==> config.mk <==
export PLATFORM = sky130hd
export DESIGN_NAME = vam_attr_bank
export DESIGN_NICKNAME = d
export VERILOG_FILES = /design/src/core/vam_pkg.sv /design/src/core/vam_blink_gen.sv /design/src/core/vam_dot_select.sv /design/src/core/vam_attr_bank.sv
export VERILOG_INCLUDE_DIRS = /design/src /design/src/core
export SDC_FILE = /design/constraint.sdc
export NUM_CORES = 1
export LEC_CHECK = 0
export BUFFER_PORTS_ARGS = -buffer_cell sky130_fd_sc_hd__buf_2
export CORE_MARGIN = 5
export CORE_UTILIZATION = 40
export DETAILED_ROUTE_END_ITERATION = 7
export GPL_TIMING_DRIVEN = 0
export PLACE_DENSITY_LB_ADDON = 0.3
export RECOVER_POWER = 25
export SLEW_MARGIN = 20
export SYNTH_ARGS = -nofsm -noshare
export SYNTH_HDL_FRONTEND = slang
export SYNTH_SLANG_ARGS = --single-unit
==> constraint.sdc <==
create_clock -name clk -period 2.9 [get_ports clk]
set_input_delay 0.29 -clock clk [delete_from_list [all_inputs] [get_ports clk]]
set_output_delay 0.29 -clock clk [all_outputs]
set_load 0.03 [all_outputs]
==> src/core/vam_defs.svh <==
// constants for the attribute mode, overscan and plane enable register bank
// What this block does
// - text mode, line graphics bit clear: ninth dot column shows background colour.
// - line graphics bit set: eighth font dot copied to ninth for codes C0..DF.
// - extended attributes: line graphics bit clear clips bold/shifted glyphs at cell edges.
// - mono bit set selects monochrome attributes outside overlap mode, clear selects colour attributes.
// - overlap text/graphics mode with mono bit set: background is palette entry 0.
// - bit 7 picks colour address bits 4/5 from palette or colour select field.
// - pixel width bit set: pixel data updates every second dot clock.
// - panning bit set lets line compare affect pixel panning and preset row scan.
// - bit 3 clear: attribute bit 7 is background intensity; set: it enables blinking.
// - mode register written at port 03C0, read at 03C1, with index 10 hex.
// - border lines between vertical blank start and display end show overscan colour.
// - extended modes add eight high border colour bits from overscan high register.
// - plane enable register: slow blink 7, half bright 6, status mux 5..4, planes 3..0.
// - mode register bit 4 is reserved with no function.
// - slow blink bit set halves the character blink rate.
// - half bright bit and half bright attribute blank alternate character scan lines.
// - each plane enable bit gates its own display plane, bit n for plane n.
`ifndef VAM_DEFS_SVH
`define VAM_DEFS_SVH

// ****************************************
// host ports and indices
// ****************************************
`define VAM_PORT_WRITE 16'h03C0
`define VAM_PORT_READ 16'h03C1
`define VAM_IDX_MODE 5'h10
`define VAM_IDX_OVERSCAN 5'h11
`define VAM_IDX_PLANE 5'h12
`define VAM_IDX_BORDER_HIGH 5'h15

// ****************************************
// field positions
// ****************************************
`define VAM_MODE_PAL_SRC 7
`define VAM_MODE_PIX_WIDTH 6
`define VAM_MODE_PAN_COMPAT 5
`define VAM_MODE_BLINK 3
`define VAM_MODE_LINE_GFX 2
`define VAM_MODE_MONO 1
`define VAM_MODE_GFX 0
`define VAM_MODE_RW_MASK 8'hEF
`define VAM_PLANE_SLOW_BLINK 7
`define VAM_PLANE_HALF_BRIGHT 6
`define VAM_INDEX_PAS 5

// ****************************************
// reset values and counts
// ****************************************
`define VAM_RESET_BYTE 8'h00
`define VAM_LINE_GFX_FIRST 8'hC0
`define VAM_LINE_GFX_LAST 8'hDF
`define VAM_NINTH_COL 4'h8
`define VAM_BLINK_FRAMES 5'h10

`endif

==> src/core/vam_pkg.sv <==
// types shared by the attribute register bank
package vam_pkg;

   typedef struct packed {
      logic wr;
      logic rd;
      logic [15:0] addr;
      logic [7:0] wdata;
   } vam_io_t;

   typedef struct packed {
      logic text_mode;
      logic ext_attr;
      logic ext_overlap;
      logic ext_display;
      logic [7:0] char_code;
      logic [7:0] attr;
      logic [3:0] dot_col;
      logic font_dot;
      logic font_dot8;
      logic spill_dot;
      logic half_bright_attr;
      logic scan_odd;
      logic [3:0] planes;
      logic [5:0] pal_entry;
      logic border;
   } vam_dot_t;

   typedef struct packed {
      logic line_compare;
      logic [3:0] pan;
      logic [4:0] preset_row;
   } vam_pan_t;

endpackage

==> src/core/vam_blink_gen.sv <==
// frame counting blink phase generator
`timescale 1ns/1ns
`include "vam_defs.svh"
module vam_blink_gen (
   // clock and reset
   input wire logic clk,
   input wire logic rst_n,
   // control
   input wire logic frame_pulse,
   input wire logic slow_blink,
   // phase
   output logic blink_phase
);
   logic [5:0] count;
   logic [5:0] limit;

   // slow blink doubles the frame count per phase
   assign limit = slow_blink ? {`VAM_BLINK_FRAMES, 1'b0} - 6'h01
                             : {1'b0, `VAM_BLINK_FRAMES} - 6'h01;

   always_ff @(posedge clk or negedge rst_n) begin
      if (!rst_n) begin
         count <= 6'h00;
         blink_phase <= 1'b0;
      end else if (frame_pulse) begin
         if (count >= limit) begin
            count <= 6'h00;
            blink_phase <= ~blink_phase;
         end else begin
            count <= count + 6'h01;
         end
      end
   end

   property p_blink_toggle;
      @(posedge clk) disable iff (!rst_n)
      (blink_phase != $past(blink_phase)) |-> ($past(count) == $past(limit));
   endproperty
   a_blink_toggle: assert property (p_blink_toggle)
      else $error("blink phase toggled before frame limit");
endmodule

==> src/core/vam_dot_select.sv <==
// per dot foreground selection: ninth column and clipping
`timescale 1ns/1ns
`include "vam_defs.svh"
module vam_dot_select (
   // control
   input wire logic line_gfx,
   input wire logic text_mode,
   input wire logic ext_attr,
   // dot inputs
   input wire logic [7:0] char_code,
   input wire logic [3:0] dot_col,
   input wire logic font_dot,
   input wire logic font_dot8,
   input wire logic spill_dot,
   // result
   output logic fg_dot
);
   logic is_gfx_code;

   assign is_gfx_code = (char_code >= `VAM_LINE_GFX_FIRST) && (char_code <= `VAM_LINE_GFX_LAST);

   always_comb begin
      fg_dot = font_dot;
      if (ext_attr) begin
         // spill beyond the cell only survives when clipping is off
         fg_dot = font_dot | (spill_dot & line_gfx);
      end else if (text_mode && dot_col == `VAM_NINTH_COL) begin
         fg_dot = line_gfx & is_gfx_code & font_dot8;
      end
   end
endmodule

==> src/core/vam_attr_bank.sv <==
// attribute mode, overscan and plane enable registers with the dot path they steer
`timescale 1ns/1ns
`include "vam_defs.svh"
module vam_attr_bank (
   // clock and reset
   input wire logic clk,
   input wire logic rst_n,
   // host port
   input wire vam_pkg::vam_io_t io,
   input wire logic index_flop_clear,
   output logic [7:0] io_rdata,
   output logic io_rdata_valid,
   // dot stream
   input wire vam_pkg::vam_dot_t dot,
   input wire logic frame_pulse,
   input wire logic [1:0] color_select_bits_4_5,
   input wire logic [1:0] color_select_bits_6_7,
   input wire vam_pkg::vam_pan_t pan_in,
   // pixel outputs
   output logic [7:0] dac_index,
   output logic [3:0] attr_index,
   output logic [15:0] border_color,
   output logic border_active,
   output logic mono_attr,
   output logic [1:0] diag_bits,
   output vam_pkg::vam_pan_t pan_out,
   // mode levels
   output logic graphics_mode_select,
   output logic [1:0] video_status_mux
);
   // ****************************************
   // index flop and registers
   // ****************************************
   logic data_phase;
   logic [4:0] attribute_index_field;
   logic pal_addr_src;
   logic [7:0] attribute_mode_control;
   logic [7:0] overscan_color;
   logic [7:0] color_plane_enable;
   logic [7:0] border_color_high_bits;
   logic wr_index;
   logic wr_data;
   logic [7:0] next_rdata;

   assign wr_index = io.wr && io.addr == `VAM_PORT_WRITE && !data_phase;
   assign wr_data = io.wr && io.addr == `VAM_PORT_WRITE && data_phase;

   always_ff @(posedge clk or negedge rst_n) begin
      if (!rst_n) begin
         data_phase <= 1'b0;
      end else if (index_flop_clear) begin
         data_phase <= 1'b0;
      end else if (io.wr && io.addr == `VAM_PORT_WRITE) begin
         data_phase <= ~data_phase;
      end
   end

   always_ff @(posedge clk or negedge rst_n) begin
      if (!rst_n) begin
         attribute_index_field <= 5'h00;
         pal_addr_src <= 1'b0;
      end else if (wr_index) begin
         attribute_index_field <= io.wdata[4:0];
         pal_addr_src <= io.wdata[`VAM_INDEX_PAS];
      end
   end

   always_ff @(posedge clk or negedge rst_n) begin
      if (!rst_n) begin
         attribute_mode_control <= `VAM_RESET_BYTE;
         overscan_color <= `VAM_RESET_BYTE;
         color_plane_enable <= `VAM_RESET_BYTE;
         border_color_high_bits <= `VAM_RESET_BYTE;
      end else if (wr_data) begin
         unique case (attribute_index_field)
            `VAM_IDX_MODE: begin
               // bit 4 has no storage
               attribute_mode_control <= io.wdata & `VAM_MODE_RW_MASK;
            end
            `VAM_IDX_OVERSCAN: begin
               overscan_color <= io.wdata;
            end
            `VAM_IDX_PLANE: begin
               color_plane_enable <= io.wdata;
            end
            `VAM_IDX_BORDER_HIGH: begin
               border_color_high_bits <= io.wdata;
            end
            default: begin
            end
         endcase
      end
   end

   always_comb begin
      next_rdata = 8'h00;
      if (io.addr == `VAM_PORT_WRITE) begin
         next_rdata = {2'b00, pal_addr_src, attribute_index_field};
      end else begin
         unique case (attribute_index_field)
            `VAM_IDX_MODE: next_rdata = attribute_mode_control;
            `VAM_IDX_OVERSCAN: next_rdata = overscan_color;
            `VAM_IDX_PLANE: next_rdata = color_plane_enable;
            `VAM_IDX_BORDER_HIGH: next_rdata = border_color_high_bits;
            default: next_rdata = 8'h00;
         endcase
      end
   end

   // only the two attribute ports answer; other addresses leave the bus alone
   always_ff @(posedge clk or negedge rst_n) begin
      if (!rst_n) begin
         io_rdata <= 8'h00;
         io_rdata_valid <= 1'b0;
      end else begin
         io_rdata_valid <= io.rd && (io.addr == `VAM_PORT_READ || io.addr == `VAM_PORT_WRITE);
         if (io.rd && (io.addr == `VAM_PORT_READ || io.addr == `VAM_PORT_WRITE)) begin
            io_rdata <= next_rdata;
         end
      end
   end

   // ****************************************
   // mode fields
   // ****************************************
   logic palette_high_bits_source;
   logic pixel_width_select;
   logic panning_compat_enable;
   logic blink_or_intensity_select;
   logic line_graphics_clip_bit;
   logic mono_black_background_bit;
   logic slow_blink_enable;
   logic half_bright_enable;
   logic [3:0] plane_enable_field;

   assign palette_high_bits_source = attribute_mode_control[`VAM_MODE_PAL_SRC];
   assign pixel_width_select = attribute_mode_control[`VAM_MODE_PIX_WIDTH];
   assign panning_compat_enable = attribute_mode_control[`VAM_MODE_PAN_COMPAT];
   assign blink_or_intensity_select = attribute_mode_control[`VAM_MODE_BLINK];
   assign line_graphics_clip_bit = attribute_mode_control[`VAM_MODE_LINE_GFX];
   assign mono_black_background_bit = attribute_mode_control[`VAM_MODE_MONO];
   assign graphics_mode_select = attribute_mode_control[`VAM_MODE_GFX];
   assign slow_blink_enable = color_plane_enable[`VAM_PLANE_SLOW_BLINK];
   assign half_bright_enable = color_plane_enable[`VAM_PLANE_HALF_BRIGHT];
   assign video_status_mux = color_plane_enable[5:4];
   assign plane_enable_field = color_plane_enable[3:0];

   // ****************************************
   // dot path
   // ****************************************
   logic blink_phase;
   logic fg_dot;
   logic fg_on;
   logic [3:0] bg_index;
   logic [3:0] next_attr_index;
   logic [7:0] next_dac_index;
   logic pixel_phase;
   logic pixel_load;

   vam_blink_gen u_blink (
      .clk(clk),
      .rst_n(rst_n),
      .frame_pulse(frame_pulse),
      .slow_blink(slow_blink_enable),
      .blink_phase(blink_phase)
   );

   vam_dot_select u_dot (
      .line_gfx(line_graphics_clip_bit),
      .text_mode(dot.text_mode),
      .ext_attr(dot.ext_attr),
      .char_code(dot.char_code),
      .dot_col(dot.dot_col),
      .font_dot(dot.font_dot),
      .font_dot8(dot.font_dot8),
      .spill_dot(dot.spill_dot),
      .fg_dot(fg_dot)
   );

   always_comb begin
      // attribute bit 7 is intensity unless blinking is enabled
      bg_index = blink_or_intensity_select ? {1'b0, dot.attr[6:4]} : dot.attr[7:4];
      if (dot.ext_overlap && mono_black_background_bit) begin
         bg_index = 4'h0;
      end
      fg_on = fg_dot;
      if (blink_or_intensity_select && dot.attr[7] && blink_phase) begin
         fg_on = 1'b0;
      end
      if (half_bright_enable && dot.half_bright_attr && dot.scan_odd) begin
         fg_on = 1'b0;
      end
      if (graphics_mode_select) begin
         next_attr_index = dot.planes & plane_enable_field;
      end else begin
         next_attr_index = (fg_on ? dot.attr[3:0] : bg_index) & plane_enable_field;
      end
      if (dot.border) begin
         next_dac_index = overscan_color;
      end else begin
         next_dac_index = {color_select_bits_6_7,
                           palette_high_bits_source ? color_select_bits_4_5
                                                    : dot.pal_entry[5:4],
                           dot.pal_entry[3:0]};
      end
   end

   // pixel width stretches each output pixel over two dot clocks
   always_ff @(posedge clk or negedge rst_n) begin
      if (!rst_n) begin
         pixel_phase <= 1'b0;
      end else begin
         pixel_phase <= pixel_width_select ? ~pixel_phase : 1'b0;
      end
   end

   assign pixel_load = !pixel_width_select || pixel_phase;

   always_ff @(posedge clk or negedge rst_n) begin
      if (!rst_n) begin
         attr_index <= 4'h0;
         dac_index <= 8'h00;
         border_active <= 1'b0;
         mono_attr <= 1'b0;
      end else if (pixel_load) begin
         attr_index <= next_attr_index;
         dac_index <= next_dac_index;
         border_active <= dot.border;
         mono_attr <= mono_black_background_bit && !dot.ext_overlap;
      end
   end

   always_ff @(posedge clk or negedge rst_n) begin
      if (!rst_n) begin
         border_color <= 16'h0000;
      end else begin
         // high byte only counts in extended display modes
         border_color <= {dot.ext_display ? border_color_high_bits : 8'h00,
                          overscan_color};
      end
   end

   always_comb begin
      unique case (video_status_mux)
         2'b00: diag_bits = {dac_index[2], dac_index[0]};
         2'b01: diag_bits = {dac_index[5], dac_index[4]};
         2'b10: diag_bits = {dac_index[3], dac_index[1]};
         2'b11: diag_bits = {dac_index[7], dac_index[6]};
      endcase
   end

   always_ff @(posedge clk or negedge rst_n) begin
      if (!rst_n) begin
         pan_out <= '0;
      end else begin
         pan_out.line_compare <= pan_in.line_compare;
         if (panning_compat_enable && pan_in.line_compare) begin
            pan_out.pan <= 4'h0;
            pan_out.preset_row <= 5'h00;
         end else begin
            pan_out.pan <= pan_in.pan;
            pan_out.preset_row <= pan_in.preset_row;
         end
      end
   end

   // ****************************************
   // checks
   // ****************************************
   property p_mode_write;
      @(posedge clk) disable iff (!rst_n)
      (wr_data && attribute_index_field == `VAM_IDX_MODE)
         |=> (attribute_mode_control == ($past(io.wdata) & `VAM_MODE_RW_MASK));
   endproperty
   a_mode_write: assert property (p_mode_write)
      else $error("mode register did not take written value");

   property p_reserved_bit;
      @(posedge clk) disable iff (!rst_n)
      !attribute_mode_control[4];
   endproperty
   a_reserved_bit: assert property (p_reserved_bit)
      else $error("reserved mode bit is set");

   property p_readback;
      @(posedge clk) disable iff (!rst_n)
      (io.rd && io.addr == `VAM_PORT_READ && attribute_index_field == `VAM_IDX_PLANE)
         |=> io_rdata_valid && io_rdata == $past(color_plane_enable);
   endproperty
   a_readback: assert property (p_readback)
      else $error("plane enable read back wrong");

   property p_pixel_hold;
      @(posedge clk) disable iff (!rst_n)
      (pixel_width_select && !pixel_phase && $past(pixel_width_select))
         |=> $stable(dac_index) && $stable(attr_index);
   endproperty
   a_pixel_hold: assert property (p_pixel_hold)
      else $error("pixel changed on a hold cycle");

   property p_plane_gate;
      @(posedge clk) disable iff (!rst_n)
      pixel_load |=> (attr_index & ~$past(plane_enable_field)) == 4'h0;
   endproperty
   a_plane_gate: assert property (p_plane_gate)
      else $error("disabled plane reached output");

   property p_border_color;
      @(posedge clk) disable iff (!rst_n)
      (dot.border && pixel_load) |=> dac_index == $past(overscan_color);
   endproperty
   a_border_color: assert property (p_border_color)
      else $error("border not painted in overscan colour");

   property p_pan_reset;
      @(posedge clk) disable iff (!rst_n)
      (panning_compat_enable && pan_in.line_compare) |=> pan_out.pan == 4'h0;
   endproperty
   a_pan_reset: assert property (p_pan_reset)
      else $error("line compare did not clear panning");

   property p_pan_pass;
      @(posedge clk) disable iff (!rst_n)
      !panning_compat_enable |=> pan_out.pan == $past(pan_in.pan);
   endproperty
   a_pan_pass: assert property (p_pan_pass)
      else $error("panning altered with compatibility off");

   property p_pal_src;
      @(posedge clk) disable iff (!rst_n)
      (palette_high_bits_source && !dot.border && pixel_load)
         |=> dac_index[5:4] == $past(color_select_bits_4_5);
   endproperty
   a_pal_src: assert property (p_pal_src)
      else $error("colour select bits not used for address 5:4");

   property p_ninth_bg;
      @(posedge clk) disable iff (!rst_n)
      (dot.text_mode && !dot.ext_attr && dot.dot_col == `VAM_NINTH_COL
         && !line_graphics_clip_bit) |-> !fg_dot;
   endproperty
   a_ninth_bg: assert property (p_ninth_bg)
      else $error("ninth dot not background");

   c_mode_write: cover property (@(posedge clk) disable iff (!rst_n)
      wr_data && attribute_index_field == `VAM_IDX_MODE);
   c_pixel_double: cover property (@(posedge clk) disable iff (!rst_n)
      pixel_width_select && pixel_phase);
   c_border: cover property (@(posedge clk) disable iff (!rst_n)
      dot.border && dot.ext_display);
   c_blink_off: cover property (@(posedge clk) disable iff (!rst_n)
      blink_or_intensity_select && dot.attr[7] && blink_phase);
endmodule

==> summary by stage <==
CTS
Clock tree synthesis inserted a total of 9 buffers. The later-pin clock latency in the skew report is 0.36 ns. The number of sinks on the clock net is 95. The number of cells upsized or downsized after cts is 0.

The tree is rooted in a sky130_fd_sc_hd__clkbuf_8. The TritonCTS clock tree is built. Clock-pin slew was measured on the worst setup and hold paths at 0.09 ns. The total number of H-tree levels is 3. The worst-case clock buffer depth is 2.

Logic synthesis
In the synthesized netlist, mux cells make up 14.7% of the area. The synthesized netlist devotes 0.423% of its cell area to XOR and XNOR gates. In the synthesized netlist, the number of instances is 334.

The complex-gate fraction of the synthesized area is 9.81%. The main combinational cell family by area after synthesis is simple AND/OR/NAND/NOR gates. In this run, synthesis produced a sequential element count of 95.

A synthesized cell averages 12.4 um^2. The total nets after synthesis is 420. The distinct cell type count of the synthesized netlist is 43. Of the total synthesized cell area, the portion taken by full adders, half adders and majority gates is 0.604%.

After Yosys synthesis, and, or, nand and nor cells account for 15.0% of the synthesized area. The summed instance area of the synthesized netlist is 4140 um^2. The synthesis warning total is 0. The proportion of synthesized chip area in sequential cells is 57.4%.

Hold path
The hold-critical path depth is 1. The kind of path behind the tightest hold check is in2reg. The launch instance of the worst min-delay path is pan_in[9]. The endpoint of the worst hold-timing path is pan_out[9].

Timing
Setup repair after global routing left no endpoint under its margin. At the pin with the least slew margin, the transition time is 1.12 ns. The max-slew violation total from the final report is 0. The final hold violation count was 0.

Setup violations remaining at the end of the flow were counted as 0. The post-route minimum period is 2.07 ns. The setup skew after layout is 0.0124 ns.

The setup total negative slack is 0 ns. Based on the critical path, the design can be clocked at up to 0.484 GHz. In this run the tightest slew margin relative to its limit is 25.2%. The period utilization is 71.2%. The worst setup margin is 0.834 ns.

Power
Total power for the finished layout comes to 2.56 mW. The peak supply drop is 0.265 mV. Power spread over the standard cell area amounts to 492 nW/um^2.

The leakage power is 2.64 nW.

Route
The remaining routing DRC violations is 0. Summed over all nets, wire length on met2 after detailed routing comes to 5180 um. The routed length on met1 is 4390 um. The initial DRC count is 148. The number of antenna-violating nets in the routed design is 0.

The length of routed met3 wiring is 614 um. The total vias in the final route is 3,169. In the final routed layout, each cell accounts on average for 16.8 um. Wires add up to 10,400 um. Using the TritonRoute via totals, the vias-per-cell ratio works out to 5.13. The uppermost signal routing layer after detailed routing is met4. The first-pass iteration count of the detailed router is 7.

GRT
Global routing used 16.7% of the available tracks. The via count of the first global-routing pass is 3,308. The first-pass GRT wire length is 16,700 um.

Entering global routing, the biggest net connects 79 pins. The number of antenna violations at the first check in global routing is 0. After global routing the overflow that remains totals 0.

Placed design
Detailed placement ended at an HPWL of 8030 um. The worst slack at placement is 0.859 ns. After detailed placement, the design holds a cell count of 602. Port buffering added 131 buffers. The final weighted congestion in routability-driven placement is 0.779.

Floorplan
The top-level I/O count is 138. The site row count is 37. The die covers 12,500 um^2.

The horizontal die dimension is 112 um. For this configuration, the core starts out at a cell density of 40.5%. The placeable core region is 10,200 um^2. From bottom edge to top edge, the die measures 112 um.

Setup path
In this run the critical register-to-register path is captured at color_plane_enable[4]. The setup slack of the worst register-to-register path is 0.83 ns. Data arrives at the worst endpoint at 2.30 ns. In this run the worst path has a maximum fanout of 8.

Counting cells, the worst reg-to-reg path comes to 4. For the worst setup path, the data required time is 3.14 ns. The endpoint type of the worst setup path is a flip-flop.

In this run the critical register-to-register path is launched from attribute_index_field[2]. STA classifies the critical path startpoint as a flip-flop. The critical path class is reg2reg.

Finish
Of the cells placed in the final design, the portion with a size suffix greater than 1 is 42.5%. The final non-filler cell total is 618. The filler cells instantiated in the layout total 963. The repair_antennas step left the layout with diodes totalling 0.

The final layout contains 564 nets. The most frequent standard cell in the layout excluding fill and tap cells is sky130_fd_sc_hd__buf_2. Leaving out fill and tap cells, the most frequent cells in the layout are sky130_fd_sc_hd__buf_2 (132), sky130_fd_sc_hd__dfrtp_1 (95), sky130_fd_sc_hd__mux2_2 (41).

The area growth from synthesis to layout is 25.5%.

Outcome
The run finished with clean final reports.

Flow run
The reported max-cap violation count is 0.
[layout make-up]
type,instances,area (um^2),share of cell area (%)
Sequential cell,95,2380,45.7
Multi-Input combinational cell,219,1680,32.3
Timing Repair Buffer,133,692,13.3
Tap cell,136,170,3.27
Clock buffer,11,141,2.72
Buffer,12,58.8,1.13
Clock inverter,4,55.1,1.06
Inverter,8,30.0,0.577
[per-layer routing]
metal  vias up  track usage, %
li1       1497               -
met1      1557            20.5
met5         -               0
met3        17            4.08
met4         0            6.57
met2        98            28.3
[registers in the layout, summed over array words and instances (netlist names)]
signal	flops
u_blink.blink_phase	1
attribute_index_field	5
io_rdata	8
pixel_phase	1
overscan_color	8
border_color	16
pan_out	10
pal_addr_src	1
u_blink.count	6
border_active	1
data_phase	1
attr_index	4
io_rdata_valid	1
border_color_high_bits	8
mono_attr	1
dac_index	8
color_plane_enable	8
attribute_mode_control	7
[per-stage QoR]
stage / hold slack, ns / utilization, % / instance area [um^2]
after global placement: 0.420 / 48.6 / 4970
final: 0.0566 / 50.8 / 5200
after global routing: 0.0361 / 50.8 / 5200
after detailed placement: 0.142 / 48.9 / 5000
after floorplan: -0.00559 / - / 4140
after CTS: 0.0407 / 50.9 / 5210
[Yosys cell counts]
library cell / count / area [um^2]
sky130_fd_sc_hd__dfrtp_1: 95 / 2380
sky130_fd_sc_hd__mux2_2: 41 / 462
sky130_fd_sc_hd__o21ai_0: 22 / 110
sky130_fd_sc_hd__nor2_1: 19 / 71.3
sky130_fd_sc_hd__and2_1: 18 / 113
sky130_fd_sc_hd__nand2_1: 17 / 63.8
sky130_fd_sc_hd__nand2b_1: 13 / 81.3
sky130_fd_sc_hd__a31oi_1: 12 / 75.1
sky130_fd_sc_hd__a21oi_1: 9 / 45.0
sky130_fd_sc_hd__mux2i_1: 9 / 90.1
sky130_fd_sc_hd__a222oi_1: 8 / 80.1
sky130_fd_sc_hd__inv_1: 8 / 30.0
sky130_fd_sc_hd__clkbuf_1: 7 / 26.3
sky130_fd_sc_hd__nand3_1: 5 / 25.0
sky130_fd_sc_hd__nor2b_1: 5 / 31.3
sky130_fd_sc_hd__nand2_2: 4 / 25.0
sky130_fd_sc_hd__o211ai_1: 4 / 30.0
sky130_fd_sc_hd__and3_1: 3 / 18.8
sky130_fd_sc_hd__buf_4: 3 / 22.5
sky130_fd_sc_hd__nor4_4: 3 / 63.8
sky130_fd_sc_hd__a21boi_0: 2 / 15.0
sky130_fd_sc_hd__and4bb_2: 2 / 25.0
sky130_fd_sc_hd__buf_2: 2 / 10.0
sky130_fd_sc_hd__ha_1: 2 / 25.0
sky130_fd_sc_hd__mux4_2: 2 / 45.0
sky130_fd_sc_hd__nand4b_1: 2 / 17.5
sky130_fd_sc_hd__a211o_1: 1 / 8.76
sky130_fd_sc_hd__a211oi_1: 1 / 7.51
sky130_fd_sc_hd__and3b_1: 1 / 8.76
sky130_fd_sc_hd__and4_1: 1 / 8.76
sky130_fd_sc_hd__and4b_1: 1 / 10.0
sky130_fd_sc_hd__mux2_1: 1 / 11.3
sky130_fd_sc_hd__nand4_1: 1 / 6.26
sky130_fd_sc_hd__nand4_4: 1 / 21.3
sky130_fd_sc_hd__nor3_1: 1 / 5.00
sky130_fd_sc_hd__nor4b_2: 1 / 15.0
sky130_fd_sc_hd__nor4bb_1: 1 / 10.0
sky130_fd_sc_hd__o211a_1: 1 / 10.0
sky130_fd_sc_hd__o22ai_1: 1 / 6.26
sky130_fd_sc_hd__o31a_2: 1 / 10.0
sky130_fd_sc_hd__o32ai_1: 1 / 8.76
sky130_fd_sc_hd__xnor2_1: 1 / 8.76
sky130_fd_sc_hd__xor2_1: 1 / 8.76
[critical path, cell delays in order, from the launching register on]
cell                      delay (ns)
sky130_fd_sc_hd__dfrtp_1        0.45
sky130_fd_sc_hd__nor4b_2        0.65
sky130_fd_sc_hd__and2_1         0.31
sky130_fd_sc_hd__nand2_2        0.18
sky130_fd_sc_hd__mux2_1         0.36
[kinds of logic (layout without fill, tap and decap cells)]
group	count (synthesis)	count (layout)
AND/OR/NAND/NOR	99	99
flip-flops	95	95
AO/OA/AOI/OAI	63	63
multiplexers	53	53
buffers and inverters	20	168
adder cells (fa/ha/maj)	2	2
XOR/XNOR	2	2
[worst max path at each step]
stage                                   from                        end  depth (start not counted)
floorplan                             io[21]      color_plane_enable[4]                          5
global placement                       rst_n  attribute_mode_control[2]                          1
detailed placement                    io[21]      color_plane_enable[4]                          6
CTS                 attribute_index_field[0]  attribute_mode_control[7]                          4
global route        attribute_index_field[0]      color_plane_enable[4]                          4
finish              attribute_index_field[2]      color_plane_enable[4]                          4
[where the power goes]
part / total, mW / switching, mW / internal [mW]
Clock: 0.872 / 0.449 / 0.423
Sequential: 1.40 / 0.0345 / 1.37
Combinational: 0.284 / 0.164 / 0.120
[timing repair]
action | 4_1_cts | 5_1_grt
setup buffers | 0 | 0
setup endpoints to repair | 0 | 0
hold buffers | 1 | 0
hold endpoints to repair | 17 | 0
Note: power is estimated with default switching activity, not from simulation.
